**src/design/pspc_pkg.sv**
```systemverilog
// constants for the position set-point control block
package pspc_pkg;
  // ==========================================================
  // drive control word object and its field positions
  localparam logic [15:0] CTRL_WORD_INDEX = 16'h6040;
  localparam int CW_WIDTH = 16;
  localparam int POS_WIDTH = 32;
  localparam int HALT_OPT_WIDTH = 3;
  localparam int BIT_START = 4;
  localparam int BIT_IMMEDIATE = 5;
  localparam int BIT_ABS_REL = 6;
  localparam int BIT_HALT = 8;
  localparam int BIT_INCR_REF = 12;
  localparam int BIT_PUSH = 13;
  localparam int BIT_WRAP = 14;
  // ==========================================================
  // reset values
  localparam logic [15:0] CW_RESET = 16'h0000;
  localparam logic [31:0] POS_RESET = 32'h00000000;
  localparam logic [2:0] HALT_OPT_RESET = 3'h0;
endpackage : pspc_pkg

```
**src/design/pspc_top.sv**
```systemverilog
// position set-point control: control word interpretation for profile position moves
`timescale 1ns/1ps
module pspc_top (
  input wire logic MCLK,
  input wire logic RESET_N,
  input wire logic CYCLE_STROBE,
  input wire logic [pspc_pkg::CW_WIDTH-1:0] CTRL_WORD,
  input wire logic [pspc_pkg::POS_WIDTH-1:0] TARGET_POS,
  input wire logic [pspc_pkg::POS_WIDTH-1:0] CMD_POS,
  input wire logic [pspc_pkg::POS_WIDTH-1:0] ACT_POS,
  input wire logic [pspc_pkg::HALT_OPT_WIDTH-1:0] HALT_OPTION,
  input wire logic EXT_STOP,
  input wire logic RUN_ENABLED,
  input wire logic MOTOR_EXCITED,
  input wire logic MOVE_DONE,
  output logic MOVE_START,
  output logic [pspc_pkg::POS_WIDTH-1:0] MOVE_TARGET,
  output logic MOVE_WRAP,
  output logic MOVE_PUSH,
  output logic MOVE_ACTIVE,
  output logic MOVE_PENDING,
  output logic START_ACK,
  output logic HALT_REQ,
  output logic [pspc_pkg::HALT_OPT_WIDTH-1:0] HALT_METHOD
);
  import pspc_pkg::*;

  // ==========================================================
  // control word sampling
  logic [CW_WIDTH-1:0] cw_q;
  logic start_edge;
  logic start_ok;
  logic accept;
  logic abort;
  logic pend_launch;
  logic [POS_WIDTH-1:0] base_pos;
  logic [POS_WIDTH-1:0] dest;
  logic [POS_WIDTH-1:0] pend_target_q;
  logic pend_wrap_q;
  logic pend_push_q;

  always_ff @(posedge MCLK or negedge RESET_N) begin
    if (!RESET_N) begin
      cw_q <= CW_RESET;
    end else if (CYCLE_STROBE) begin
      cw_q <= CTRL_WORD;
    end
  end

  // edge is judged only against the previous cycle's sample, so a pulse
  // that rises and falls between two CYCLE_STROBE cycles is never seen
  assign start_edge = CYCLE_STROBE && CTRL_WORD[BIT_START] && !cw_q[BIT_START];
  // master is trusted to hold off after halt release and to settle the mode bits first
  assign start_ok = !CTRL_WORD[BIT_HALT]
                 && !EXT_STOP
                 && RUN_ENABLED
                 && MOTOR_EXCITED;
  // a refused edge is dropped for good; the master must make a fresh one
  assign accept = start_edge && start_ok;
  // any loss of permission kills both the running and the queued move
  assign abort = cw_q[BIT_HALT] || EXT_STOP || !RUN_ENABLED || !MOTOR_EXCITED;

  // ==========================================================
  // destination resolution
  // reference base only matters in relative mode
  assign base_pos = CTRL_WORD[BIT_INCR_REF] ? ACT_POS : CMD_POS;
  assign dest = CTRL_WORD[BIT_ABS_REL] ? (base_pos + TARGET_POS)
                                       : TARGET_POS;
  // completion is expected as a one-cycle pulse; a held level clears MOVE_ACTIVE after the next launch
  assign pend_launch = MOVE_PENDING && MOVE_DONE && !abort && !accept;

  // ==========================================================
  // move sequencing
  always_ff @(posedge MCLK or negedge RESET_N) begin
    if (!RESET_N) begin
      MOVE_START <= 1'b0;
      MOVE_TARGET <= POS_RESET;
      MOVE_WRAP <= 1'b0;
      MOVE_PUSH <= 1'b0;
      MOVE_ACTIVE <= 1'b0;
      MOVE_PENDING <= 1'b0;
      pend_target_q <= POS_RESET;
      pend_wrap_q <= 1'b0;
      pend_push_q <= 1'b0;
    end else begin
      MOVE_START <= 1'b0;
      // completion in the same cycle frees the engine, so an empty queue starts the new move at once
      if (accept && (!MOVE_ACTIVE || CTRL_WORD[BIT_IMMEDIATE] || (MOVE_DONE && !MOVE_PENDING))) begin
        MOVE_START <= 1'b1;
        MOVE_TARGET <= dest;
        MOVE_WRAP <= CTRL_WORD[BIT_WRAP];
        MOVE_PUSH <= CTRL_WORD[BIT_PUSH];
        MOVE_ACTIVE <= 1'b1;
        MOVE_PENDING <= 1'b0;
      end else if (accept) begin
        MOVE_PENDING <= 1'b1;
        pend_target_q <= dest;
        pend_wrap_q <= CTRL_WORD[BIT_WRAP];
        pend_push_q <= CTRL_WORD[BIT_PUSH];
        // completion with a move already queued: that one goes now, the new one waits
        if (MOVE_DONE) begin
          MOVE_START <= 1'b1;
          MOVE_TARGET <= pend_target_q;
          MOVE_WRAP <= pend_wrap_q;
          MOVE_PUSH <= pend_push_q;
        end
      end else if (abort) begin
        MOVE_ACTIVE <= 1'b0;
        MOVE_PENDING <= 1'b0;
      end else if (pend_launch) begin
        MOVE_START <= 1'b1;
        MOVE_TARGET <= pend_target_q;
        MOVE_WRAP <= pend_wrap_q;
        MOVE_PUSH <= pend_push_q;
        MOVE_PENDING <= 1'b0;
      end else if (MOVE_DONE) begin
        MOVE_ACTIVE <= 1'b0;
      end
    end
  end

  // ==========================================================
  // set-point acknowledge; set wins over clear
  always_ff @(posedge MCLK or negedge RESET_N) begin
    if (!RESET_N) begin
      START_ACK <= 1'b0;
    end else if (accept) begin
      START_ACK <= 1'b1;
    end else if (!cw_q[BIT_START] || !RUN_ENABLED) begin
      START_ACK <= 1'b0;
    end
  end

  // ==========================================================
  // halt request toward the motion engine
  always_ff @(posedge MCLK or negedge RESET_N) begin
    if (!RESET_N) begin
      HALT_REQ <= 1'b0;
      HALT_METHOD <= HALT_OPT_RESET;
    end else begin
      HALT_REQ <= cw_q[BIT_HALT];
      // method frozen while halted so a mid-stop change cannot alter the ramp
      if (!cw_q[BIT_HALT]) begin
        HALT_METHOD <= HALT_OPTION;
      end
    end
  end
endmodule : pspc_top

```
**config.mk**
```make
export PLATFORM = sky130hd
export DESIGN_NAME = pspc_top
export DESIGN_NICKNAME = d
export VERILOG_FILES = /design/src/design/pspc_pkg.sv /design/src/design/pspc_top.sv
export SDC_FILE = /design/constraint.sdc
export NUM_CORES = 1
export LEC_CHECK = 0
export ABC_AREA = 1
export ABC_CLOCK_PERIOD_IN_PS = 2250
export BUFFER_PORTS_ARGS = -buffer_cell sky130_fd_sc_hd__buf_2
export CAP_MARGIN = 20
export CORE_ASPECT_RATIO = 1.1
export CORE_UTILIZATION = 39
export CTS_BUF_LIST = sky130_fd_sc_hd__clkbuf_8
export DETAILED_ROUTE_END_ITERATION = 12
export SLEW_MARGIN = 0
export SYNTH_ARGS = -nofsm -noshare
export SYNTH_HDL_FRONTEND = slang
export SYNTH_SLANG_ARGS = --single-unit
```
**constraint.sdc**
```tcl
create_clock -name MCLK -period 2.25 [get_ports MCLK]
set_clock_uncertainty 0.1 [all_clocks]
set_input_delay 0.45 -clock MCLK [delete_from_list [all_inputs] [get_ports MCLK]]
set_output_delay 0.45 -clock MCLK [all_outputs]
set_load 0.02 [all_outputs]
```
**Word-level counts from Yosys, hierarchy flattened**

Index checks and enable logic that the tools add are counted.

- Bits in read-only memories: 0
- Word-level logic and storage cells: 85
- Bits in latches: 0
- Bits of input ports: 122
- Output and inout port bits: 42
- Memories kept: 0
- Register bits: 85
- Bits in writable memories: 0

- Bitwise gates (word level): 1
- Reduce and logical (&&, ||, !) cells: 33
- Divide/modulo/power cells: 0
- Magnitude comparators: 0
- Shifts and indexed selects: 0
- Add/subtract/negate cells: 1
- Muxes and demuxes: 33
- Eq/ne operators: 4
- $mul: 0

Operators with widths:

| kind | count |
|---|---|
| two-way mux 32 bit | 7 |
| adder 32 bit | 1 |
| two-way mux 1 bit | 26 |
| logical AND 1 bit | 11 |
| logical NOT 1 bit | 9 |
| inequality test 3 x 2 -> 1 bit, second input constant | 3 |
| logical OR 1 bit | 6 |
| AND reduction 3 bit | 2 |
| nonzero test 3 bit | 2 |
| nonzero test 4 bit | 1 |
| inequality test 2 x 1 -> 1 bit, second input constant | 1 |
| AND reduction 2 bit | 1 |
| nonzero test 2 bit | 1 |
| inverter 1 bit | 1 |

**Logic depth before layout (Yosys ltp)**

Gate-level depths: netlist of the first run.

- Depth after elaboration: 11
- Mapped depth: 18
- Gate-level depth less buffers: 16

**Worst setup path after synthesis of the first run**

OpenSTA, ideal clock, no wires.

- Kind: input-to-reg
- Start point: in CTRL_WORD[12] (netlist name)
- End point: reg MOVE_TARGET[24] (netlist name)
- Required time: 2.034 ns
- Setup slack: -0.798 ns
- Data arrival time: 2.832 ns
- Setup time: 0.116 ns
- Buffers on the path: 2
- Stages on the path: 17
- Cells stage by stage: clkbuf_1 buf_1 mux2_2 ha_1 fa_1 nand3_1 nand3_1 nand2_1 nand2_1 nand2_1 nand2_1 nand2_1 nand3_1 nand3_1 nand3_1 nand2_1 nand2_1

- Longest elaborated chain between the ends: 4

Ends and longest elaborated chain:

| item | line | source |
|---|---|---|
| from (decl) | pspc_top.sv:7 | `input wire logic [pspc_pkg::CW_WIDTH-1:0] CTRL_WORD,` |
| two-way mux 32 bit | pspc_top.sv:66 | `assign base_pos = CTRL_WORD[BIT_INCR_REF] ? ACT_POS : CMD_POS;` |
| adder 32 bit | pspc_top.sv:67 | `assign dest = CTRL_WORD[BIT_ABS_REL] ? (base_pos + TARGET_POS)` |
| two-way mux 32 bit | pspc_top.sv:67 |  |
| two-way mux 32 bit | pspc_top.sv:88 | `if (accept && (!MOVE_ACTIVE \|\| CTRL_WORD[BIT_IMMEDIATE] \|\| (MOVE_DONE && !MOVE_PENDING))) begin` |
| to (signal assigned) | pspc_top.sv:90 | `MOVE_TARGET <= dest;` |
| to (signal assigned) | pspc_top.sv:103 | `MOVE_TARGET <= pend_target_q;` |
| to (signal assigned) | pspc_top.sv:112 | `MOVE_TARGET <= pend_target_q;` |
| to (decl) | pspc_top.sv:17 | `output logic [pspc_pkg::POS_WIDTH-1:0] MOVE_TARGET,` |

Every way passes these cells.
A chain may end at the register's enable or synchronous reset.

**Worst setup path after layout of the first run**

- Start point: in CTRL_WORD[12] (netlist name)
- End point: reg MOVE_TARGET[31] (netlist name)

Same word-level chain as after synthesis.

==> out/results.txt, run 1 <==
The die extent in x is 124 um, and the total clock buffers created by CTS is 9. The portion of synthesized area spent on multiplexers is 5.61%. For the via count of the routed design, the log shows 6964.

Data on the critical path is required at its endpoint by 2.41 ns. For the number of unique standard cell types used by synthesis, the log shows 38. Setup repair after global routing could not meet its margin everywhere. The register-to-register path setup slack came out at 0.32 ns.

Among all cell types in the netlist, the one instantiated most often is nand2_1. The cell leakage power is 5.25 nW. Derived from the worst setup path, the maximum achievable clock frequency is 421 MHz. After detailed routing, the number of remaining DRC violations is 0. The signal on the critical path passes through buf_12 -> buf_12 -> mux2_2 -> ha_4 -> nand2_4 -> buf_4 -> nor3_2 -> nand2_1 -> nand2_2 -> nand2_2 -> nand2_1 -> nand2_1 -> nand3_2 -> nand3_1 -> nand2_1 -> nand2_1. The share of the clock period used by the worst path was 106%; the per-instance average area after synthesis was 6.35 um^2. The arrival time at the worst endpoint was 2.54 ns. Detailed placement finished with a half-perimeter wire length of 15600 um. The share of synthesized area in the top cell type comes to 30.5%. Summed over all layers, the routed wires come to 21100 um. The clock period minus final worst setup slack was 2.37 ns.

The setup total negative slack is -2.52 ns. The core region is 15900 um^2. The maximum level of the CTS H-tree is 3, and the clock transition at the registers of the reported paths is 0.08 ns. For this run the aggregate overflow at the end of global routing stands at 0. The count of port buffers added during placement came out at 154. In this run the power density over the cells is 536 nW/um^2. The first detailed-routing pass ran for 5 iterations. The run gives 32700 um as the wire length of the first global-routing pass. Clock tree synthesis selected as its root buffer the cell clkbuf_8. At the end of the flow the core is filled with cells to 60.0%. For the number of pins with negative max-slew slack in the final report, the log shows 0.

By count the netlist is led by nand2_1, inv_1, dfrtp_1. The fraction of the mapped netlist area in compound gates is 8.56%. The number of setup violations in the final report was 42; the number of buffers on the longest clock path was 2. The cell with the most instances on the worst path is nand2_1.

Dividing the detail-routed via count by the number of cells gives 4.82. The number of failing hold endpoints at the final stage was 0. TritonCTS built the clock tree.

The worst setup path is captured at a register. Path category of the worst min-delay check: in -> reg. Total track usage: 25.2%. Final hold analysis gives a worst-case slack of 0.193 ns. The fraction of the mapped netlist area in simple logic gates was 36.9%. Kind of critical path: in -> reg. Of the cells placed in the final design, the portion with a size suffix greater than 1 is 39.9%. Yosys printed 0 warnings.

The post-synthesis instance area was 6400 um^2; the total power of the final layout was 5.10 mW. The post-synthesis xor/xnor area fraction is 1.78%, and the area added between synthesis and finish is 48.6%. After technology mapping, the gate count stands at 1009. The cell taking the most area after synthesis was dfrtp_1. Most used flip-flop cell after synthesis: dfrtp_1. The number of antenna violations at the first check in global routing was 0. The finished cells cover 9520 um^2. Of the total synthesized cell area, the portion taken by full adders, half adders and majority gates is 6.37%.

The delay of the slowest cell on the worst path came out at 0.36 ns. The number of nets with antenna violations after detailed routing is 0. The flop and latch count out of synthesis is 78.

The worst-case setup margin in the final layout is -0.125 ns, and the number of core rows is 48. The number of diodes added for antenna fixing came out at 0. Sorting the synthesized cells by area gives the leading types as dfrtp_1, nand2_1, inv_1. The worst-case IR drop observed on VDD is 0.000242 V. In this run the count of I/O pins placed on the die edge is 164. The run finished, with violations left. The worst setup path is launched from a primary input. Average wire per cell in the routed design: 14.6 um. For the pin count of the biggest net entering global routing, the log shows 35. For this configuration, the core starts out at a cell density of 40.4%. The run gives 6669 as the via count of the first global-routing pass.

The final reports fail on setup timing. Of all nets on the critical path, the largest fanout is 8. After synthesis, the largest family of logic cells by area is simple AND/OR/NAND/NOR gates.

Across the run, the number of max-cap violations was 0. For the routability-driven placement congestion ratio, the log shows 0.898. The final net count is 1395, and the count of flip-flops with a built-in enable after synthesis is 0. The die span in y works out to 136 um. The cell area after placement was 8140 um^2. Summing the sequential cell areas from Yosys gives 30.5% of the chip area. The detailed router finished its first iteration with 329 violations. For the pin with the worst max-slew slack, the measured transition is 0.592 ns. The largest individual stage delay along the critical path comes from the cell mux2_2.

Clock tree synthesis found a total of 78 sinks. The number of nets handed over by synthesis was 1163. The tools report the worst slew margin relative to its limit as 60.5%. For this run, asynchronously set or reset flops after synthesis account for 100%. The clock latency at the later pin of the worst-skew pair is 0.36 ns.

The tools report the die footprint as 16900 um^2.
-- what timing repair did --
item                                    in CTS  in global routing
gates resized for setup                     89                122
cloned                                       3                  0
endpoints found under the hold margin       32                  0
pin swaps                                   22                 40
endpoints found under the setup margin      56                 56
setup buffers                                1                 12
hold buffers                                 1                  0
-- final cells by class --
type | instances | area, um^2
clock buffers | 9 | 124
clock inverters | 7 | 160
fillers | 1505 | 6340
inverters | 136 | 513
multi-input cells | 764 | 4880
flip-flops and latches | 78 | 1950
well taps | 200 | 250
repair buffers | 252 | 1640
-- report_power, final --
part | internal, mW | leakage (nW) | switching [mW]
logic | 0.924 | 4.07 | 1.17
registers | 1.49 | 1.04 | 0.0461
clock network | 0.957 | 0.143 | 0.519
-- sequential cells by signal, indices dropped and copies added (netlist names) --
name           flops
HALT_METHOD        3
HALT_REQ           1
MOVE_ACTIVE        1
MOVE_PENDING       1
MOVE_PUSH          1
MOVE_START         1
MOVE_TARGET       32
MOVE_WRAP          1
START_ACK          1
cw_q               2
pend_push_q        1
pend_target_q     32
pend_wrap_q        1
-- worst paths after layout --
check                                         endpoint  cells past startpoint                   startpoint
setup / recovery           MOVE_TARGET[31]$_DFFE_PN0P_                     16                CTRL_WORD[12]
hold / removal              HALT_METHOD[2]$_DFFE_PN0N_                      3               HALT_OPTION[2]
setup reg to reg           MOVE_TARGET[15]$_DFFE_PN0P_                     11     MOVE_PENDING$_DFFE_PN0P_
hold reg to reg            MOVE_TARGET[19]$_DFFE_PN0P_                      2  MOVE_TARGET[19]$_DFFE_PN0P_
max in group asynchronous   MOVE_TARGET[6]$_DFFE_PN0P_                      3                      RESET_N
min in group asynchronous        MOVE_PUSH$_DFFE_PN0P_                      2                      RESET_N
-- cell families (layout without fill, tap and decap cells) --
| logic type | after synthesis | after routing |
|---|---|---|
| xor+xnor | 13 | 13 |
| buf+inv | 167 | 404 |
| fa+ha+maj | 32 | 32 |
| flops | 78 | 78 |
| simple gates | 592 | 592 |
| compound gates | 95 | 95 |
| mux | 32 | 32 |
-- cells in the final DEF (no fill, tap or decap), types with 4 or more instances in the layout --
cell type and n:
nor3_2 4, buf_2 152, nor2_4 11, nand2_1 382
clkbuf_8 9, a31oi_1 5, o21ai_1 22, nand3_1 40
xnor2_1 5, nor2_2 15, nand3_2 23, a21oi_2 9
nand2_4 9, a21oi_1 23, nand2_2 57, buf_4 89
o21ai_2 8, nor2_1 36, inv_2 13, o21ai_0 4
or2_2 4, mux2_2 13, mux2_4 18, nand3_4 6
bufinv_16 5, buf_12 4, dfrtp_1 78, o21a_1 15
inv_1 120, ha_4 30
-- per-layer routing --
layer  part of all wire, %  track usage [%]
met2                    47             41.1
met5                     0                0
met1                    46             34.5
met3                   4.4             3.31
met4                   2.1             7.21
-- critical path: cells and delay by family --
family        cells  cell delay, ns
simple gates     11            0.97
buf+inv           3            0.41
mux               1            0.36
fa+ha+maj         1            0.32
-- metrics by stage --
step,setup slack [ns],instances
floorplan,-0.326,1009
global placement,-0.675,1414
detailed placement,-0.663,1414
CTS,-0.0614,1435
global route,-0.227,1446
finish,-0.125,1446
(Power assumes the default switching activity.)
==> inputs of run 2 (changes only) <==
--- a/config.mk
+++ b/config.mk
@@ -13,6 +13,7 @@
 export CORE_UTILIZATION = 39
 export CTS_BUF_LIST = sky130_fd_sc_hd__clkbuf_8
 export DETAILED_ROUTE_END_ITERATION = 12
+export GPL_TIMING_DRIVEN = 0
 export SLEW_MARGIN = 0
 export SYNTH_ARGS = -nofsm -noshare
 export SYNTH_HDL_FRONTEND = slang
==> run 2 against run 1 <==
Net effect: the flow still finishes with violations (setup timing); global-route usage fell by 0.57 points; cell area fell by 6.2%; total power fell by 9.5%; critical path type unchanged.
==> out/results.txt, run 2 (same netlist as run 1, synthesis figures left out) <==
The run gives 0 (unchanged) as the max-cap check violation count. The switching power was 1.65 mW (-4.7%); the detailed-route DRC error count was 0 (unchanged). The run gives 6781 (-2.6%) as the via count of the routed design. The tools report the maximum level of the CTS H-tree as 3 (unchanged). The number of failing hold endpoints at the final stage is 0 (unchanged), and the number of antenna violations at the first check in global routing is 0 (unchanged).

For the total clock buffers created by CTS, the log shows 9 (unchanged). The power per standard cell area is 517 nW/um^2 (-3.5%), and the number of violations reported at the end of detailed-routing iteration 0 is 331 (+0.61%). The clock period minus final worst setup slack was 2.48 ns (+0.106 ns); the total track usage was 24.6% (-0.57 points). The logs give 0.36 ns (about the same) for the clock latency at the later pin of the worst-skew pair and 4.87 nW (-7.2%) for the cell leakage power. The tools report the share of power burned in combinational logic as 40.6% (-0.4 points).

The final reports fail on setup timing. The count of TritonRoute iterations in the first routing pass came out at 5 (unchanged). The average wire per cell in the routed design works out to 14.6 um (about the same). The most common cell after layout, fill and taps aside is nand2_1. The clock transition at the registers of the reported paths is 0.07 ns (about the same), and the peak ir drop on the vdd network is 0.000294 V (+22%).

Global route total overflow: 0 (unchanged). The worst-margin pin slew is 0.780 ns (+0.188 ns). The placeable core region was 15900 um^2 (unchanged); the sequential fraction of design power was 33.3% (+3.3 points).

The half-perimeter wire length of the detailed placement result is 15900 um (+1.7%), and the number of diodes added for antenna fixing is 0 (unchanged). The number of setup violations in the final report came out at 40 (-4.8%). The initial core utilization is 40.4% (unchanged), and the number of nets with antenna violations after detailed routing is 0 (unchanged).

The routability-driven placement congestion ratio is 0.903 (+0.56%), and the detailed-route wire length is 20400 um (-3.3%). The biggest fanout along the worst timing path was 5 (-3); the die span in y was 136 um (unchanged). The share of cells above drive strength 1 is 35.0% (-4.9 points), and the design internal power is 2.97 mW (-12%). In the layout the commonest cells are nand2_1, buf_2, inv_1. The worst setup path is captured at a register. The number of buffers on the longest clock path is 2 (unchanged). The run gives 1347 (-3.4%) as the final net count. The run gives 164 (unchanged) as the top-level I/O count. Number of core rows: 48 (unchanged). The run finished, with violations left. The via count of the first global-routing pass came out at 6244 (-6.4%).

The vias per cell is 4.85 (+0.72%), and the pin count of the biggest net entering global routing is 67 (+91%). For the die footprint, the log shows 16900 um^2 (unchanged). From synthesis to final layout, the design area changed by 39.5%. In this run the clock root is driven by a clkbuf_8. The worst-case setup margin in the final layout is -0.231 ns (-0.106 ns). Setup repair after global routing could not meet its margin everywhere. The tools report the maximum frequency from static timing analysis as 403 MHz (-4.3%).

The critical path is of the in -> reg type. TritonCTS built the clock tree. For the worst slew margin relative to its limit, the log shows 48.0% (-12 points).

Critical path startpoint category: a primary input. The die extent in x came out at 124 um (unchanged). The number of pins with negative max-slew slack in the final report was 0 (unchanged). The count of port buffers added during placement was 152 (-1.3%). The run gives 26.1% (-2.8 points) as the power share of the clock group.

The worst hold path belongs to the class in -> reg. The total clock sinks is 78 (unchanged). The run gives -0.818 ns (-0.155 ns) as the worst slack after detailed placement. The wire length of the first global-routing pass is 31700 um (-3.1%). The switching power share of the total is 35.8% (+1.8 points). The tools report the setup total negative slack as -4.15 ns (-1.64 ns). The arrival time at the worst endpoint was 2.63 ns (+0.09 ns); the share of the clock period used by the worst path was 110% (+4.7 points).

In the final layout, the registers with the most flip-flops are MOVE_TARGET: 32 flops, pend_target_q: 32 flops, HALT_METHOD: 3 flops. The tools report the critical path data required time as 2.40 ns (about the same).
run 2: power by group through the flow:
stage	registers [mW]	logic, mW	clock network [mW]
2_1_floorplan	1.66	0.890	0
3_3_place_gp	1.56	1.47	0
3_5_place_dp	1.57	1.49	0
4_1_cts	1.54	1.70	1.23
5_1_grt	1.55	2.06	1.30
6_report	1.54	1.87	1.20
run 2: critical path, stage by stage:
cell	delay [ns]
clkbuf_16	0.15
buf_12	0.14
mux2_4	0.31
ha_4	0.17
fa_2	0.42
nand3_2	0.11
nand3_4	0.10
nand2_2	0.08
nand2_2	0.06
nand2_2	0.08
nand2_4	0.07
nand2_4	0.08
nand3_2	0.08
nand3_4	0.12
nand3_2	0.08
nand2_1	0.08
nand2_1	0.05
run 2: area by class of cell:
class | instances | area [um^2]
fill | 1607 | 6930
multi-input combinational | 764 | 4800
sequential | 78 | 1950
timing repair buffer | 173 | 967
inverter | 136 | 513
tap | 200 | 250
buffer | 31 | 214
clock buffer | 12 | 165
clock inverter | 4 | 68.8
run 2: final timing paths:
path | start | end | slack (ns) | cells after the start
min in group asynchronous | RESET_N | pend_target_q[2]$_DFFE_PN0P_ | 0.38 | 2
worst min register to register | cw_q[8]$_DFFE_PN0P_ | HALT_REQ$_DFF_PN0_ | 0.37 | 0
worst max register to register | MOVE_PENDING$_DFFE_PN0P_ | MOVE_TARGET[12]$_DFFE_PN0P_ | 0.26 | 8
max in group asynchronous | RESET_N | MOVE_TARGET[21]$_DFFE_PN0P_ | 1.07 | 3
worst min-delay path | HALT_OPTION[0] | HALT_METHOD[0]$_DFFE_PN0N_ | 0.20 | 3
worst max-delay path | CTRL_WORD[12] | MOVE_TARGET[24]$_DFFE_PN0P_ | -0.23 | 17
run 2: layer usage:
layer | routed length [um] | vias to the layer above | GRT usage [%]
met2 | 10000 | 136 | 42.0
li1 | - | 3516 | -
met5 | 0 | - | 0
met4 | 351 | 0 | 5.36
met1 | 9360 | 3107 | 33.5
met3 | 678 | 22 | 2.22
run 2: per-stage QoR:
stage / instance area, um^2 / power, mW / hold WS, ns / utilization [%] / std cells
finish: 8930 / 4.62 / 0.196 / 56.3 / 1398
global placement: 7660 / 3.03 / 0.360 / 48.3 / 1361
CTS: 8500 / 4.47 / 0.181 / 53.6 / 1389
global route: 8930 / 4.91 / 0.203 / 56.3 / 1398
detailed placement: 7690 / 3.06 / 0.217 / 48.5 / 1362
floorplan: 6650 / 2.55 / 0.0544 / - / 1009
run 2: timing repair:
item                                    CTS  global route
cloned                                    1             0
pin swaps                                19            49
hold endpoints to repair                 12             0
buffers inserted                          9             9
endpoints found under the setup margin   49            54
resized for setup                       102            93
hold buffers                              1             0
==> inputs of run 3 (changes only) <==
--- a/config.mk
+++ b/config.mk
@@ -12,8 +12,11 @@
 export CORE_ASPECT_RATIO = 1.1
 export CORE_UTILIZATION = 39
 export CTS_BUF_LIST = sky130_fd_sc_hd__clkbuf_8
+export CTS_CLUSTER_DIAMETER = 30
 export DETAILED_ROUTE_END_ITERATION = 12
 export GPL_TIMING_DRIVEN = 0
+export PLACE_DENSITY = 0.61
+export SKIP_LAST_GASP = 1
 export SLEW_MARGIN = 0
 export SYNTH_ARGS = -nofsm -noshare
 export SYNTH_HDL_FRONTEND = slang
==> run 3 against run 2 <==
Net effect: the run still ends with setup timing left; maximum frequency up 0.88%; count of clock-buffer cells in the layout down 1; via count down 0.83%; cell area down 1.1%; cell count unchanged; clock power down 24%; sequential power about the same; critical path depth down 3; first-iteration DRC count up 16%; die area unchanged; highest routed layer unchanged.
==> out/results.txt, run 3 (same netlist as run 1, synthesis figures left out) <==
The run finished, with violations left. For the number of setup violations in the final report, the log shows 42 (+5.0%). The total clock sinks is 78 (unchanged), and the cell total after placement is 1362 (unchanged).

The die span in y was 136 um (unchanged); the number of buffers on the longest clock path was 2 (unchanged). The detailed-route wire length came out at 20500 um (+0.58%). The pin count of the biggest net entering global routing is 71 (+6.0%). The routability-driven placement congestion ratio was 0.890 (-1.4%). The biggest fanout along the worst timing path came out at 8 (+3). The via count of the first global-routing pass is 6289 (+0.72%), and the worst-margin pin slew is 0.723 ns (-0.0562 ns). The clock latency at the later pin of the worst-skew pair came out at 0.35 ns (about the same). The largest registers in the layout are MOVE_TARGET: 32 flops, pend_target_q: 32 flops, HALT_METHOD: 3 flops.

Number of nets with antenna violations after detailed routing: 0 (unchanged). The worst flop-to-flop path endpoint is MOVE_TARGET[22]$_DFFE_PN0P_. The vias per cell came out at 4.81 (-0.83%). The area added between synthesis and finish is 37.9%, and the detailed-route DRC error count is 0 (unchanged). For the total of fill cells in the finished design, the log shows 1585 (-1.4%).

The logs give 407 MHz (+0.88%) for the maximum frequency from static timing analysis and 4.32 mW (-6.3%) for the total power of the final layout. The critical path is of the in -> reg type. Die footprint: 16900 um^2 (unchanged). The average wire per cell in the routed design works out to 14.7 um (+0.58%). The number of violations reported at the end of detailed-routing iteration 0 was 385 (+16%); the worst hold slack was 0.201 ns (+0.00507 ns). The checks that failed: setup timing. The placeable core region was 15900 um^2 (unchanged); the total area of multi-input combinational cells was 4750 um^2 (-0.96%). The tools report the peak ir drop on the vdd network as 0.000242 V (-18%). The depth of the worst register-to-register path came out at 9 (+1). The run gives 0.24 ns (-0.02 ns) as the register-to-register path setup slack. Area of all sequential standard cells: 1950 um^2 (unchanged). The arrival time at the worst endpoint came out at 2.61 ns (-0.02 ns). The share of the clock period used by the worst path was 109% (-0.96 points). The logs give 48 (unchanged) for the number of core rows and 0 (unchanged) for the max-cap check violation count. The clock period minus final worst setup slack works out to 2.46 ns (-0.0217 ns). STA classifies the critical path startpoint as a primary input.

The cell leakage power is 4.86 nW (-0.32%), and the worst slew margin relative to its limit is 51.8% (+3.7 points). Number of diodes added for antenna fixing: 0 (unchanged). The count of TritonRoute iterations in the first routing pass was 4 (-1).

The tightest min-delay check is of the in -> reg type. TritonCTS built the clock tree. The run gives -3.36 ns (+0.794 ns) as the setup total negative slack. The number of antenna violations at the first check in global routing was 0 (unchanged).

Wire length of the first global-routing pass: 31100 um (-1.9%). In this run the worst setup path begins at CTRL_WORD[12]. For the number of pins with negative max-slew slack in the final report, the log shows 0 (unchanged). The clock transition at the registers of the reported paths is 0.07 ns (about the same), and the number of failing hold endpoints at the final stage is 0 (unchanged).

The via count of the routed design is 6725 (-0.83%). The tools report the worst setup path endpoint as MOVE_TARGET[14]$_DFFE_PN0P_. In this run the critical register-to-register path is launched from MOVE_PENDING$_DFFE_PN0P_.

The initial core utilization came out at 40.4% (unchanged). The logs give 2.40 ns (about the same) for the critical path data required time and 1348 (+0.074%) for the final net count. The tools report the worst slack after detailed placement as -0.808 ns (+0.0101 ns). The total clock buffers created by CTS was 9 (unchanged). The final cell count without fillers is 1398 (unchanged), and the power per standard cell area is 490 nW/um^2 (-5.2%). Leaving out fill and tap cells, the most frequent cells in the layout are nand2_1, buf_2, inv_1. The count of port buffers added during placement is 152 (unchanged). The half-perimeter wire length of the detailed placement result was 15700 um (-1.0%); the number of stages on the worst hold path was 3 (unchanged). The share of cells above drive strength 1 works out to 33.6% (-1.4 points). Most common cell after layout, fill and taps aside: nand2_1. The worst-case setup margin in the final layout was -0.209 ns (+0.0217 ns); the maximum level of the CTS H-tree was 3 (unchanged).

The global route total overflow is 0 (unchanged). Type of element capturing the critical path: a register. The die extent in x was 124 um (unchanged). The total track usage was 24.0% (-0.66 points). The tools report the clock root buffer master as clkbuf_8.

The top-level I/O count is 164 (unchanged). Setup repair after global routing could not meet its margin everywhere.
## run 3: cell count changes in the layout (fill, tap and decap cells not counted), moves of 2 or more
cell,change
bufinv_16,-2
nand2_2,-6
nand3_2,+4
a21oi_2,-4
inv_1,+4
a21oi_1,+4
inv_2,-3
xnor2_1,-2
nand2_1,+7
nand3_4,-4
## run 3: worst min-delay path by stage
stage | startpoint | to | slack [ns]
final | HALT_OPTION[1] | HALT_METHOD[1]$_DFFE_PN0N_ | 0.20
after detailed placement | RESET_N | pend_target_q[2]$_DFFE_PN0P_ | 0.19
after CTS | HALT_OPTION[1] | HALT_METHOD[1]$_DFFE_PN0N_ | 0.18
after global placement | HALT_METHOD[2]$_DFFE_PN0N_ | HALT_METHOD[2]$_DFFE_PN0N_ | 0.36
after floorplan | RESET_N | HALT_METHOD[0]$_DFFE_PN0N_ | 0.05
after global routing | HALT_OPTION[0] | HALT_METHOD[0]$_DFFE_PN0N_ | 0.22
## run 3: cell type report
cell class	count	area share, %
flip-flops and latches	78	22.1
multi-input cells	764	53.8
well taps	200	2.83
clock inverters	4	0.184
plain buffers	31	2.41
repair buffers	174	11.1
inverters	136	5.81
clock buffers	11	1.72
## run 3: per-stage QoR
| step | utilization (%) | cell area (um^2) |
|---|---|---|
| 2_1_floorplan | - | 6650 |
| 4_1_cts | 52.7 | 8350 |
| 5_1_grt | 55.7 | 8830 |
| 3_3_place_gp | 48.3 | 7660 |
| 6_report | 55.7 | 8830 |
| 3_5_place_dp | 48.5 | 7690 |
## run 3: power breakdown
| part | total [mW] | switching, mW | internal [mW] |
|---|---|---|---|
| Clock | 0.913 | 0.472 | 0.441 |
| Sequential | 1.54 | 0.0515 | 1.49 |
| Combinational | 1.87 | 1.09 | 0.780 |
## run 3: critical path: stages
cell and delay (ns):
buf_12 0.13, buf_12 0.13, mux2_4 0.30, ha_4 0.17, fa_2 0.41, nand2_1 0.10, nand3_2 0.09, nand2_2 0.11
nand2_4 0.09, xor2_1 0.16, o21bai_2 0.23, nand2_1 0.09, nand2_1 0.09, nand2_1 0.04
## run 3: what timing repair did
action,4_1_cts,5_1_grt
cloned,0,2
pin swaps,16,44
setup buffers,10,8
hold buffers,1,0
endpoints found under the setup margin,50,57
gates resized for setup,89,93
endpoints found under the hold margin,8,0
## run 3: metal layers
layer	share of wire (%)	wire length [um]	vias up	global-route usage, %
met4	1.5	309	0	6.35
li1	-	-	3506	-
met3	4.0	823	24	1.68
met1	46	9380	3032	32.2
met5	0	0	-	0
met2	49	10000	163	41.2
